### config.mk
export PLATFORM = sky130hd
export DESIGN_NAME = controller_config_enable
export DESIGN_NICKNAME = d
export VERILOG_FILES = /design/src/hw/ctrl_cfg_pkg.sv /design/src/hw/ctrl_reg_word.sv /design/src/hw/controller_config_enable.sv
export SDC_FILE = /design/constraint.sdc
export NUM_CORES = 1
export LEC_CHECK = 0
export BUFFER_PORTS_ARGS = -buffer_cell sky130_fd_sc_hd__buf_4
export CELL_PAD_IN_SITES_DETAIL_PLACEMENT = 1
export CELL_PAD_IN_SITES_GLOBAL_PLACEMENT = 1
export CORE_ASPECT_RATIO = 1.1
export CORE_MARGIN = 1
export CORE_UTILIZATION = 45
export CTS_CLUSTER_SIZE = 8
export DETAILED_ROUTE_END_ITERATION = 16
export GPL_TIMING_DRIVEN = 0
export HOLD_SLACK_MARGIN = 0.12
export PLACE_DENSITY_LB_ADDON = 0.1
export SETUP_SLACK_MARGIN = 0.4
export SLEW_MARGIN = 25
export SYNTH_ARGS = -nofsm -noshare
export SYNTH_HDL_FRONTEND = slang
export SYNTH_SLANG_ARGS = --single-unit
### constraint.sdc
create_clock -name clk_sys -period 5.25 [get_ports clk_sys]
set_clock_uncertainty 0.05 [all_clocks]
set_input_delay 1.3125 -clock clk_sys [delete_from_list [all_inputs] [get_ports clk_sys]]
set_output_delay 1.3125 -clock clk_sys [all_outputs]
set_load 0.005 [all_outputs]
### src/hw/ctrl_cfg_pkg.sv
package ctrl_cfg_pkg;

  // Register indices (byte address = 4 * index)
  localparam logic [7:0] CFG_IDX     = 8'h00;
  localparam logic [7:0] STATUS_IDX  = 8'h01;
  localparam logic [7:0] ADM_ATTR_IDX = 8'h02;
  localparam logic [7:0] ADM_SQB_IDX  = 8'h03;
  localparam logic [7:0] ADM_CQB_IDX  = 8'h04;
  localparam logic [7:0] FEAT_IDX    = 8'h05;
  localparam logic [7:0] CAPS_IDX    = 8'h06;
  localparam logic [7:0] QCTL_IDX    = 8'h07;

  // Field positions in the configuration word
  localparam int EN_BIT   = 0;
  localparam int CMDSET_LSB = 4;
  localparam int PAGE_LSB   = 7;
  localparam int ARB_LSB    = 11;

  // Reset values
  localparam logic [2:0]  ARB_RST    = 3'h0;
  localparam logic [3:0]  PAGE_RST   = 4'h0;
  localparam logic [2:0]  CMDSET_RST = 3'h0;
  localparam logic [31:0] FEAT_RST = 32'h0000_0000;

  // Arbitration codes
  localparam logic [2:0] ARB_RR     = 3'h0;
  localparam logic [2:0] ARB_WRR    = 3'h1;
  localparam logic [2:0] ARB_VENDOR = 3'h7;

  // Page size: 2^(12+code) bytes
  localparam int PAGE_BASE_SHIFT = 12;
  localparam logic [4:0] PAGE_BASE_SHIFT_W = 5'h0c;

  // Shutdown state codes
  localparam logic [1:0] SHUT_NORMAL = 2'h0;
  localparam logic [1:0] SHUT_BUSY   = 2'h1;
  localparam logic [1:0] SHUT_DONE   = 2'h2;

  // Cycles from enable to ready
  localparam int          READY_DELAY_NS     = 200;
  localparam int          CLK_PERIOD_NS      = 25;
  localparam int          READY_DELAY_CYC    = (READY_DELAY_NS + CLK_PERIOD_NS - 1) / CLK_PERIOD_NS;
  localparam logic [3:0]  READY_DELAY_CYC_W  = 4'(READY_DELAY_CYC);

  typedef struct packed {
    logic [2:0] arb;
    logic [3:0] page_code;
    logic [2:0] cmd_set;
    logic       enable;
  } ctrl_cfg_s;

  typedef enum logic [3:0] {
    ST_IDLE  = 4'b0001,
    ST_START = 4'b0010,
    ST_RUN   = 4'b0100,
    ST_RESET = 4'b1000
  } ctrl_state_e;

endpackage

### src/hw/ctrl_reg_word.sv
`timescale 1ns/10ps
`default_nettype none
// Software-written word preserved or cleared by controller reset
module ctrl_reg_word
  import ctrl_cfg_pkg::*;
#(
  parameter logic [31:0] RST_VAL  = 32'h0000_0000,
  parameter bit          CTRL_CLR = 1'b0
) (
  input  wire logic        clk_sys,
  input  wire logic        rst_b,
  input  wire logic        wr_en,
  input  wire logic [31:0] wr_data,
  input  wire logic        ctrl_rst,
  output logic [31:0]      value_q
);

  always_ff @(posedge clk_sys) begin
    if (!rst_b) begin
      value_q <= RST_VAL;
    end else if (wr_en) begin
      value_q <= wr_data;
    end else if (CTRL_CLR && ctrl_rst) begin
      value_q <= RST_VAL;
    end
  end

endmodule
`default_nettype wire

### src/hw/controller_config_enable.sv
`timescale 1ns/10ps
`default_nettype none
module controller_config_enable
  import ctrl_cfg_pkg::*;
(
  input  wire logic        clk_sys,
  input  wire logic        rst_b,
  input  wire logic [7:0]  reg_addr,
  input  wire logic [31:0] reg_wdata,
  input  wire logic        reg_wr,
  input  wire logic        reg_rd,
  output logic [31:0]      reg_rdata,
  input  wire logic        core_ready,
  input  wire logic        shutdown_req,
  input  wire logic        shutdown_done,
  input  wire logic        core_idle,
  input  wire logic        posted_flush_done,
  output logic             cmd_fetch_en,
  output logic             cpl_post_en,
  output logic             ctrl_reset,
  output logic             io_queue_clear,
  output logic             admin_queue_reinit,
  output logic             flush_posted,
  output logic [2:0]       arb_sel,
  output logic [2:0]       io_cmd_set,
  output logic [4:0]       page_shift,
  output logic             ready
);

  ////////////////////////////////////////////////////////////////////////////
  // Configuration fields

  ctrl_cfg_s   cfg_q;
  ctrl_state_e state_q;
  ctrl_state_e state_d;
  logic        cfg_wr;
  logic        en_fall;
  logic        ctrl_rst_pulse;
  logic [1:0]  shut_q;
  logic [3:0]  rdy_cnt_q;
  logic [31:0] feat_q;
  logic [31:0] adm_attr_q;
  logic [31:0] adm_sqb_q;
  logic [31:0] adm_cqb_q;
  logic        adm_attr_wr;
  logic        adm_sqb_wr;
  logic        adm_cqb_wr;
  logic        feat_wr;
  logic [31:0] cfg_rd_word;
  logic [31:0] status_rd_word;

  assign cfg_wr  = reg_wr && (reg_addr == CFG_IDX);
  assign en_fall = cfg_wr && cfg_q.enable && !reg_wdata[EN_BIT];
  assign ctrl_rst_pulse = en_fall;

  always_ff @(posedge clk_sys) begin
    if (!rst_b) begin
      cfg_q.arb       <= ARB_RST;
      cfg_q.page_code <= PAGE_RST;
      cfg_q.cmd_set   <= CMDSET_RST;
      cfg_q.enable    <= 1'b0;
    end else if (cfg_wr) begin
      cfg_q.enable <= reg_wdata[EN_BIT];
      // Fields lock while enabled; software must disable first
      if (!cfg_q.enable) begin
        cfg_q.arb       <= reg_wdata[ARB_LSB +: 3];
        cfg_q.page_code <= reg_wdata[PAGE_LSB +: 4];
        cfg_q.cmd_set   <= reg_wdata[CMDSET_LSB +: 3];
      end
    end
  end

  ////////////////////////////////////////////////////////////////////////////
  // Write decode for the side registers

  // Status, capability and state indices are read only: no strobe reaches them
  assign adm_attr_wr = reg_wr && (reg_addr == ADM_ATTR_IDX);
  assign adm_sqb_wr  = reg_wr && (reg_addr == ADM_SQB_IDX);
  assign adm_cqb_wr  = reg_wr && (reg_addr == ADM_CQB_IDX);
  assign feat_wr     = reg_wr && (reg_addr == FEAT_IDX);

  ////////////////////////////////////////////////////////////////////////////
  // Controller state

  always_comb begin
    state_d = state_q;
    case (state_q)
      ST_IDLE: begin
        if (cfg_q.enable) begin
          state_d = ST_START;
        end
      end
      ST_START: begin
        // Dropping enable before RUN skips the reset sequence
        if (!cfg_q.enable) begin
          state_d = ST_IDLE;
        end else if (core_ready && rdy_cnt_q == READY_DELAY_CYC_W) begin
          state_d = ST_RUN;
        end
      end
      ST_RUN: begin
        if (ctrl_rst_pulse || !cfg_q.enable) begin
          state_d = ST_RESET;
        end
      end
      ST_RESET: begin
        // Hold until posted data is safe and core went idle
        if (posted_flush_done && core_idle) begin
          state_d = ST_IDLE;
        end
      end
      default: state_d = ST_IDLE;
    endcase
  end

  always_ff @(posedge clk_sys) begin
    if (!rst_b) begin
      state_q <= ST_IDLE;
    end else begin
      state_q <= state_d;
    end
  end

  // Saturates so a late core_ready still finds the wait done
  always_ff @(posedge clk_sys) begin
    if (!rst_b) begin
      rdy_cnt_q <= 4'h0;
    end else if (state_q != ST_START) begin
      rdy_cnt_q <= 4'h0;
    end else if (rdy_cnt_q != READY_DELAY_CYC_W) begin
      rdy_cnt_q <= rdy_cnt_q + 4'h1;
    end
  end

  ////////////////////////////////////////////////////////////////////////////
  // Shutdown state

  // Reported only; the shutdown work itself runs in the core
  always_ff @(posedge clk_sys) begin
    if (!rst_b) begin
      shut_q <= SHUT_NORMAL;
    end else if (ctrl_rst_pulse) begin
      shut_q <= SHUT_NORMAL;
    end else if (shut_q == SHUT_BUSY && shutdown_done) begin
      shut_q <= SHUT_DONE;
    end else if (shut_q == SHUT_NORMAL && shutdown_req) begin
      shut_q <= SHUT_BUSY;
    end
  end

  ////////////////////////////////////////////////////////////////////////////
  // Other registers: admin queue words survive, features reset

  ctrl_reg_word #(.RST_VAL(32'h0000_0000), .CTRL_CLR(1'b0)) u_adm_attr (
    .clk_sys  (clk_sys),
    .rst_b    (rst_b),
    .wr_en    (adm_attr_wr),
    .wr_data  (reg_wdata),
    .ctrl_rst (ctrl_rst_pulse),
    .value_q  (adm_attr_q)
  );

  ctrl_reg_word #(.RST_VAL(32'h0000_0000), .CTRL_CLR(1'b0)) u_adm_sqb (
    .clk_sys  (clk_sys),
    .rst_b    (rst_b),
    .wr_en    (adm_sqb_wr),
    .wr_data  (reg_wdata),
    .ctrl_rst (ctrl_rst_pulse),
    .value_q  (adm_sqb_q)
  );

  ctrl_reg_word #(.RST_VAL(32'h0000_0000), .CTRL_CLR(1'b0)) u_adm_cqb (
    .clk_sys  (clk_sys),
    .rst_b    (rst_b),
    .wr_en    (adm_cqb_wr),
    .wr_data  (reg_wdata),
    .ctrl_rst (ctrl_rst_pulse),
    .value_q  (adm_cqb_q)
  );

  ctrl_reg_word #(.RST_VAL(FEAT_RST), .CTRL_CLR(1'b1)) u_feat (
    .clk_sys  (clk_sys),
    .rst_b    (rst_b),
    .wr_en    (feat_wr),
    .wr_data  (reg_wdata),
    .ctrl_rst (ctrl_rst_pulse),
    .value_q  (feat_q)
  );

  ////////////////////////////////////////////////////////////////////////////
  // Outputs to the controller core

  // Taken from the next state so the core sees RUN on the same edge as ready, except when enable drops on the START-to-RUN cycle
  always_ff @(posedge clk_sys) begin
    if (!rst_b) begin
      cmd_fetch_en <= 1'b0;
    end else begin
      cmd_fetch_en <= (state_d == ST_RUN);
    end
  end

  always_ff @(posedge clk_sys) begin
    if (!rst_b) begin
      cpl_post_en <= 1'b0;
    end else begin
      cpl_post_en <= (state_d == ST_RUN);
    end
  end

  // Queue clear also fires on an enable drop that skips the RESET state
  always_ff @(posedge clk_sys) begin
    if (!rst_b) begin
      ctrl_reset         <= 1'b0;
      io_queue_clear     <= 1'b0;
      admin_queue_reinit <= 1'b0;
      flush_posted       <= 1'b0;
    end else begin
      ctrl_reset         <= (state_d == ST_RESET);
      io_queue_clear     <= ctrl_rst_pulse || (state_d == ST_RESET);
      admin_queue_reinit <= ctrl_rst_pulse;
      flush_posted       <= (state_d == ST_RESET);
    end
  end

  always_ff @(posedge clk_sys) begin
    if (!rst_b) begin
      ready <= 1'b0;
    end else begin
      ready <= (state_d == ST_RUN) && !ctrl_rst_pulse;
    end
  end

  ////////////////////////////////////////////////////////////////////////////
  // Field outputs

  // A single latched set feeds every I/O queue, so sets cannot mix
  always_ff @(posedge clk_sys) begin
    if (!rst_b) begin
      arb_sel <= ARB_RST;
    end else begin
      arb_sel <= cfg_q.arb;
    end
  end

  always_ff @(posedge clk_sys) begin
    if (!rst_b) begin
      io_cmd_set <= CMDSET_RST;
    end else begin
      io_cmd_set <= cfg_q.cmd_set;
    end
  end

  always_ff @(posedge clk_sys) begin
    if (!rst_b) begin
      page_shift <= PAGE_BASE_SHIFT_W;
    end else begin
      page_shift <= PAGE_BASE_SHIFT_W + {1'b0, cfg_q.page_code};
    end
  end

  ////////////////////////////////////////////////////////////////////////////
  // Read port, data one cycle after strobe

  assign cfg_rd_word    = {18'h0, cfg_q.arb, cfg_q.page_code, cfg_q.cmd_set,
                           3'h0, cfg_q.enable};
  assign status_rd_word = {28'h0, shut_q, 1'b0, ready};

  always_ff @(posedge clk_sys) begin
    if (!rst_b) begin
      reg_rdata <= 32'h0000_0000;
    end else if (reg_rd) begin
      case (reg_addr)
        CFG_IDX:      reg_rdata <= cfg_rd_word;
        STATUS_IDX:   reg_rdata <= status_rd_word;
        ADM_ATTR_IDX: reg_rdata <= adm_attr_q;
        ADM_SQB_IDX:  reg_rdata <= adm_sqb_q;
        ADM_CQB_IDX:  reg_rdata <= adm_cqb_q;
        FEAT_IDX:     reg_rdata <= feat_q;
        QCTL_IDX:     reg_rdata <= {28'h0, state_q};
        // Capability index holds no storage here and reads zero
        default:      reg_rdata <= 32'h0000_0000;
      endcase
    end else begin
      reg_rdata <= 32'h0000_0000;
    end
  end

endmodule
`default_nettype wire

### Word level (Yosys, flattened, before mapping)

Index checks and enable logic that the tools add are counted.
W data, S select, Z words.

| cells by class | value |
|---|---|
| add/sub/neg operators | 2 |
| multiply operators | 0 |
| divide/modulo/power cells | 0 |
| order comparisons | 0 |
| equality and inequality tests | 16 |
| shift-type cells | 0 |
| multiplexer cells | 11 |
| bitwise logic cells | 2 |
| reductions and logical operators | 26 |

Operators with widths:

| kind | number |
|---|---|
| $pmux W32 S7 | 1 |
| $mux W32 | 2 |
| $eq A8 B3 Y1 const B | 3 |
| $mux W4 | 5 |
| $eq A8 B2 Y1 const B | 2 |
| $pmux W4 S4 | 1 |
| $eq A4 B4 Y1 const B | 3 |
| $logic_and A1 B1 Y1 | 12 |
| $eq A4 B3 Y1 const B | 2 |
| $eq A8 B1 Y1 const B | 1 |
| $logic_not A8 Y1 | 1 |
| $add A4 B4 Y5 const A | 1 |
| $add A4 B1 Y4 const B | 1 |
| $eq A4 B1 Y1 const B | 1 |
| $eq A4 B2 Y1 const B | 1 |
| $mux W2 | 2 |
| $ne A4 B2 Y1 const B | 1 |
| $ne A4 B4 Y1 const B | 1 |
| $reduce_and A2 Y1 | 2 |
| $reduce_bool A2 Y1 | 2 |
| $reduce_or A2 Y1 | 2 |
| $logic_not A1 Y1 | 3 |
| $reduce_or A3 Y1 | 1 |
| $eq A2 B1 Y1 const B | 1 |
| other kinds (3) | 5 |

| word-level totals | value |
|---|---|
| register bits | 197 |
| bits in latches | 0 |
| RAM bits | 0 |
| memory bits (read-only) | 0 |
| bits of input ports | 49 |
| output and inout bits | 50 |
| word-level logic and storage cells | 78 |
| memories kept | 0 |

### Depth between registers and ports, before layout

| depth | value |
|---|---|
| depth after elaboration | 9 |
| mapped depth | 7 |
| mapped depth without buffers | 6 |

### By module

A second synthesis with hierarchy kept.

| second synthesis, totals | value |
|---|---|
| cells, all modules | 824 |
| area, all modules | 8732.1 um2 |

Modules (own cells, without submodules):

| module | times used | cells each | area an instance (um2) | sequential area each (um2) |
|---|---|---|---|---|
| ctrl_reg_word at u_adm_attr ... | 3 | 103 | 1243.7 | 640.6 |
| controller_config_enable | 1 | 372 | 3382.0 | 1381.3 |
| ctrl_reg_word at u_feat | 1 | 143 | 1619.1 | 640.6 |

### Worst setup path before layout

Ideal clock, no wire load.

| path | value |
|---|---|
| path kind | in2reg |
| start | input port reg_addr[1] |
| end | register u_feat.value_q[10] |
| library setup time | 0.117 ns |
| data arrival time | 2.454 ns |
| required time | 5.083 ns |
| path slack | 2.630 ns |
| stages | 6 |
| path buffers | 2 |
| path through | buf_6 > nor4b_4 > nand2_1 > o21a_1 > buf_2 > a22o_1 |

| between the ends | value |
|---|---|
| longest elaborated chain between the ends | 5 |
| elaborated cells between the ends (all ways) | 8 |
| classes of those cells | eq/ne (1); mux (1); reduce/logical (6) |

RTL lines:

| item | line | RTL |
|---|---|---|
| start: declaration | controller_config_enable.sv:8 | `input wire logic [7:0] reg_addr,` |
| $logic_not A8 Y1 | controller_config_enable.sv:52 | `assign cfg_wr = reg_wr && (reg_addr == CFG_IDX);` |
| $logic_and A1 B1 Y1 | controller_config_enable.sv:52 |  |
| $logic_and A1 B1 Y1 (2 in series) | controller_config_enable.sv:53 | `assign en_fall = cfg_wr && cfg_q.enable && !reg_wdata[EN_BIT];` |
| $reduce_bool A2 Y1 (no source line) | -- |  |
| end signal: assignment | ctrl_reg_word.sv:22 | `value_q <= wr_data;` |
| end: declaration | ctrl_reg_word.sv:15 | `output logic [31:0] value_q` |

Parallel ways exist; a longest one is shown, timed or not.
A chain may end at the register's enable or synchronous reset.

### Final worst setup path

| path | value |
|---|---|
| start | input port reg_addr[3] |
| end | register u_adm_sqb.value_q[25] |

| between the ends | value |
|---|---|
| longest elaborated chain between the ends | 2 |

RTL lines:

| item | line | RTL |
|---|---|---|
| $eq A8 B2 Y1 | controller_config_enable.sv:78 | `assign adm_sqb_wr = reg_wr && (reg_addr == ADM_SQB_IDX);` |
| $logic_and A1 B1 Y1 | controller_config_enable.sv:78 |  |
| end signal: assignment | ctrl_reg_word.sv:22 |  |
| end: declaration | ctrl_reg_word.sv:15 |  |

No other way between the ends.

==> flow_summary.yaml <==
layout:
  final_area_sq_um: 9250
  insertedDiodeCount: 0
  fin_nets: 947
  area_delta_synth_final_pct: 20.4
  layout-drive-gt1-share: 0.176
  nFillCells: 1869
  fin_util: 0.561
power:
  power.leakage_nw: 3.88
  p_per_area_nw_per_um2: 322
  ir_worst_vdd_mv: 0.228
  p_total_mw: 2.98
yosys:
  ys.flop_type: "dfxtp_1"
  synth_top_area_share: 0.513
  async_flop_share: 0
  synth.most_common_cell: "dfxtp_1"
  synth-seq-cells: 197
  synthTopCellsByCount: "197 x dfxtp_1, 93 x mux2i_1, 69 x nand3_1, 69 x o21ai_0, 67 x nand2_1"
  yosysWarningCount: 0
  synthCells: 782
  synth_area_leaders: "dfxtp_1 51%, mux2i_1 12%, nand3_1 4.5%"
  syn_nets: 834
  yosysSeqAreaShare: 0.513
  yosys.area.top_type: "dfxtp_1"
  avgSynthCellArea_sq_um: 9.82
  yosysUniqueCellTypes: 47
  synth_edf_count: 0
  netlist_area_sq_um: 7680
critical_path:
  path_class: "in -> reg"
  cp-end-kind: "flip-flop"
  crit_fanout: 10
  worstSetupStartpointType: "input pin"
  required_ps: 5540
  critPathArrivalTime_ps: 3160
routing:
  vias_per_cell: 5.79
  postRouteAntennaNets: 0
  drc_errors: 0
  routedWlPerCell_um: 21.1
  wl_mm: 23.5
  drtIter0Drc: 420
  vias: 6433
  drt_pre_antenna_iters: 4
clock_network:
  post_cts_buffers: 0
  cts_resized: 0
  root_buffer: "clkbuf_16"
  hold_buffers: 0
  cts_tree: "done"
  clkTransAtPathRegs_ps: 70
  htreeDepth: 4
  numCtsBuffers: 17
  worstSkewPairLatency_ps: 440
  clkSinkCount: 197
  ctsLongestPathBuffers: 2
job:
  drv_cap: 0
global_route:
  grt_use_total: 0.275
  grt_overflow: 0
  grt_pass1_vias: 6951
  antenna_found_initial: 0
  grt_max_degree: 17
  grt_pass1_wl_mm: 37.0
floorplan:
  num_rows: 49
  die_h_um: 139
  die_w_um: 127
  initial_utilization: 0.466
  coreArea_sq_um: 16500
  die-area_sq_um: 17600
  ioPinCount: 99
sta:
  drv_slew: 0
  relSlewSlack: 0.418
  fin_setup_tns_ps: 0
  period_needed_ps: 2870
  setup_viol: 0
  rsz0062_at_grt: "false"
  fmax_ghz: 0.348
  min_period_over_period: 0.547
  worst_pin_slew_ps: 869
  final-hold-violation-count: 0
hold_path:
  hp-class: "reg -> reg"
placed_design:
  placed_area_sq_um: 8640
  gp_congestion: 0.835
  io_buffers: 94
  hpwl_mm: 16.2
status:
  status: "finished, final reports clean"
-- per-stage QoR --
| stage | hold WS, ps | std cells | setup slack, ps |
|---|---|---|---|
| floorplan | 339 | 782 | 2630 |
| global placement | 401 | 1080 | 2070 |
| detailed placement | 413 | 1080 | 1980 |
| CTS | 427 | 1112 | 2400 |
| global route | 446 | 1112 | 2320 |
| finish | 420 | 1112 | 2380 |
-- area by class of cell --
class / instances / area [sq um] / area share
Sequential cell: 197 / 3940 / 0.427
Multi-Input combinational cell: 504 / 3390 / 0.367
Timing Repair Buffer: 94 / 706 / 0.0763
Clock buffer: 22 / 484 / 0.0524
Buffer: 64 / 284 / 0.0307
Tap cell: 204 / 255 / 0.0276
Clock inverter: 10 / 120 / 0.0130
Inverter: 17 / 63.8 / 0.00690
-- path summary, 6_finish.rpt --
kind,start,to,slack [ps],cells after the start
worst max-delay path,reg_addr[3],u_adm_sqb.value_q[25],2380,5
worst min-delay path,cfg_q[5],page_shift[1],420,2
worst max register to register,cfg_q[0],u_feat.value_q[17],3330,6
worst min register to register,cfg_q[5],page_shift[1],420,2
-- per-layer routing --
| metal | wire [um] | share of wire | up-vias | global-route usage |
|---|---|---|---|---|
| met5 | 0 | 0 | - | 0 |
| met4 | 731 | 0.031 | 0 | 0.121 |
| met3 | 882 | 0.038 | 57 | 0.0413 |
| met2 | 12000 | 0.51 | 175 | 0.493 |
| met1 | 9890 | 0.42 | 3218 | 0.323 |
| li1 | - | - | 2983 | - |
-- state kept, by name, summed over array words and instances (netlist names), 4 cells and up --
name and cells:
cfg_q 11, page_shift 5, rdy_cnt_q 4, reg_rdata 32, state_q 4, u_adm_attr.value_q 32
u_adm_cqb.value_q 32, u_adm_sqb.value_q 32, u_feat.value_q 32
-- cell usage in the layout, fill, tap and decap left out, types with 3 or more instances in the layout --
cell	instances
clkbuf_16	17
buf_4	97
mux2_2	3
buf_1	9
clkbuf_1	32
clkinv_4	3
o211a_1	3
o22ai_1	19
clkbuf_8	4
a22o_1	32
nor2_1	11
nand3_1	69
dfxtp_1	197
buf_2	20
ha_1	3
o21ai_0	69
mux2i_1	93
nand2b_1	5
inv_1	17
and2_1	29
o221ai_1	10
nand2_1	67
nor2b_1	37
a22oi_1	12
a21oi_1	12
-- critical path: stages --
cell and delay, ps:
buf_4 110, nor3_2 450, nand4_1 580, clkbuf_1 410
o21ai_0 290
-- where the power goes --
part / total, mW / internal [mW] / switching, mW
sequential: 1.50 / 1.50 / 0.00190
combinational: 0.152 / 0.0525 / 0.0994
clock: 1.33 / 0.755 / 0.575
-- logic make-up after synthesis --
kind of cell | count (synthesis) | synth area share
AO/OA/AOI/OAI | 166 | 0.142
buffers and inverters | 81 | 0.0453
adder cells (fa/ha/maj) | 3 | 0.00489
XOR/XNOR | 2 | 0.00228
multiplexers | 98 | 0.131
AND/OR/NAND/NOR | 235 | 0.161
flip-flops | 197 | 0.513
No activity file was read; power rests on OpenSTA's default activity.
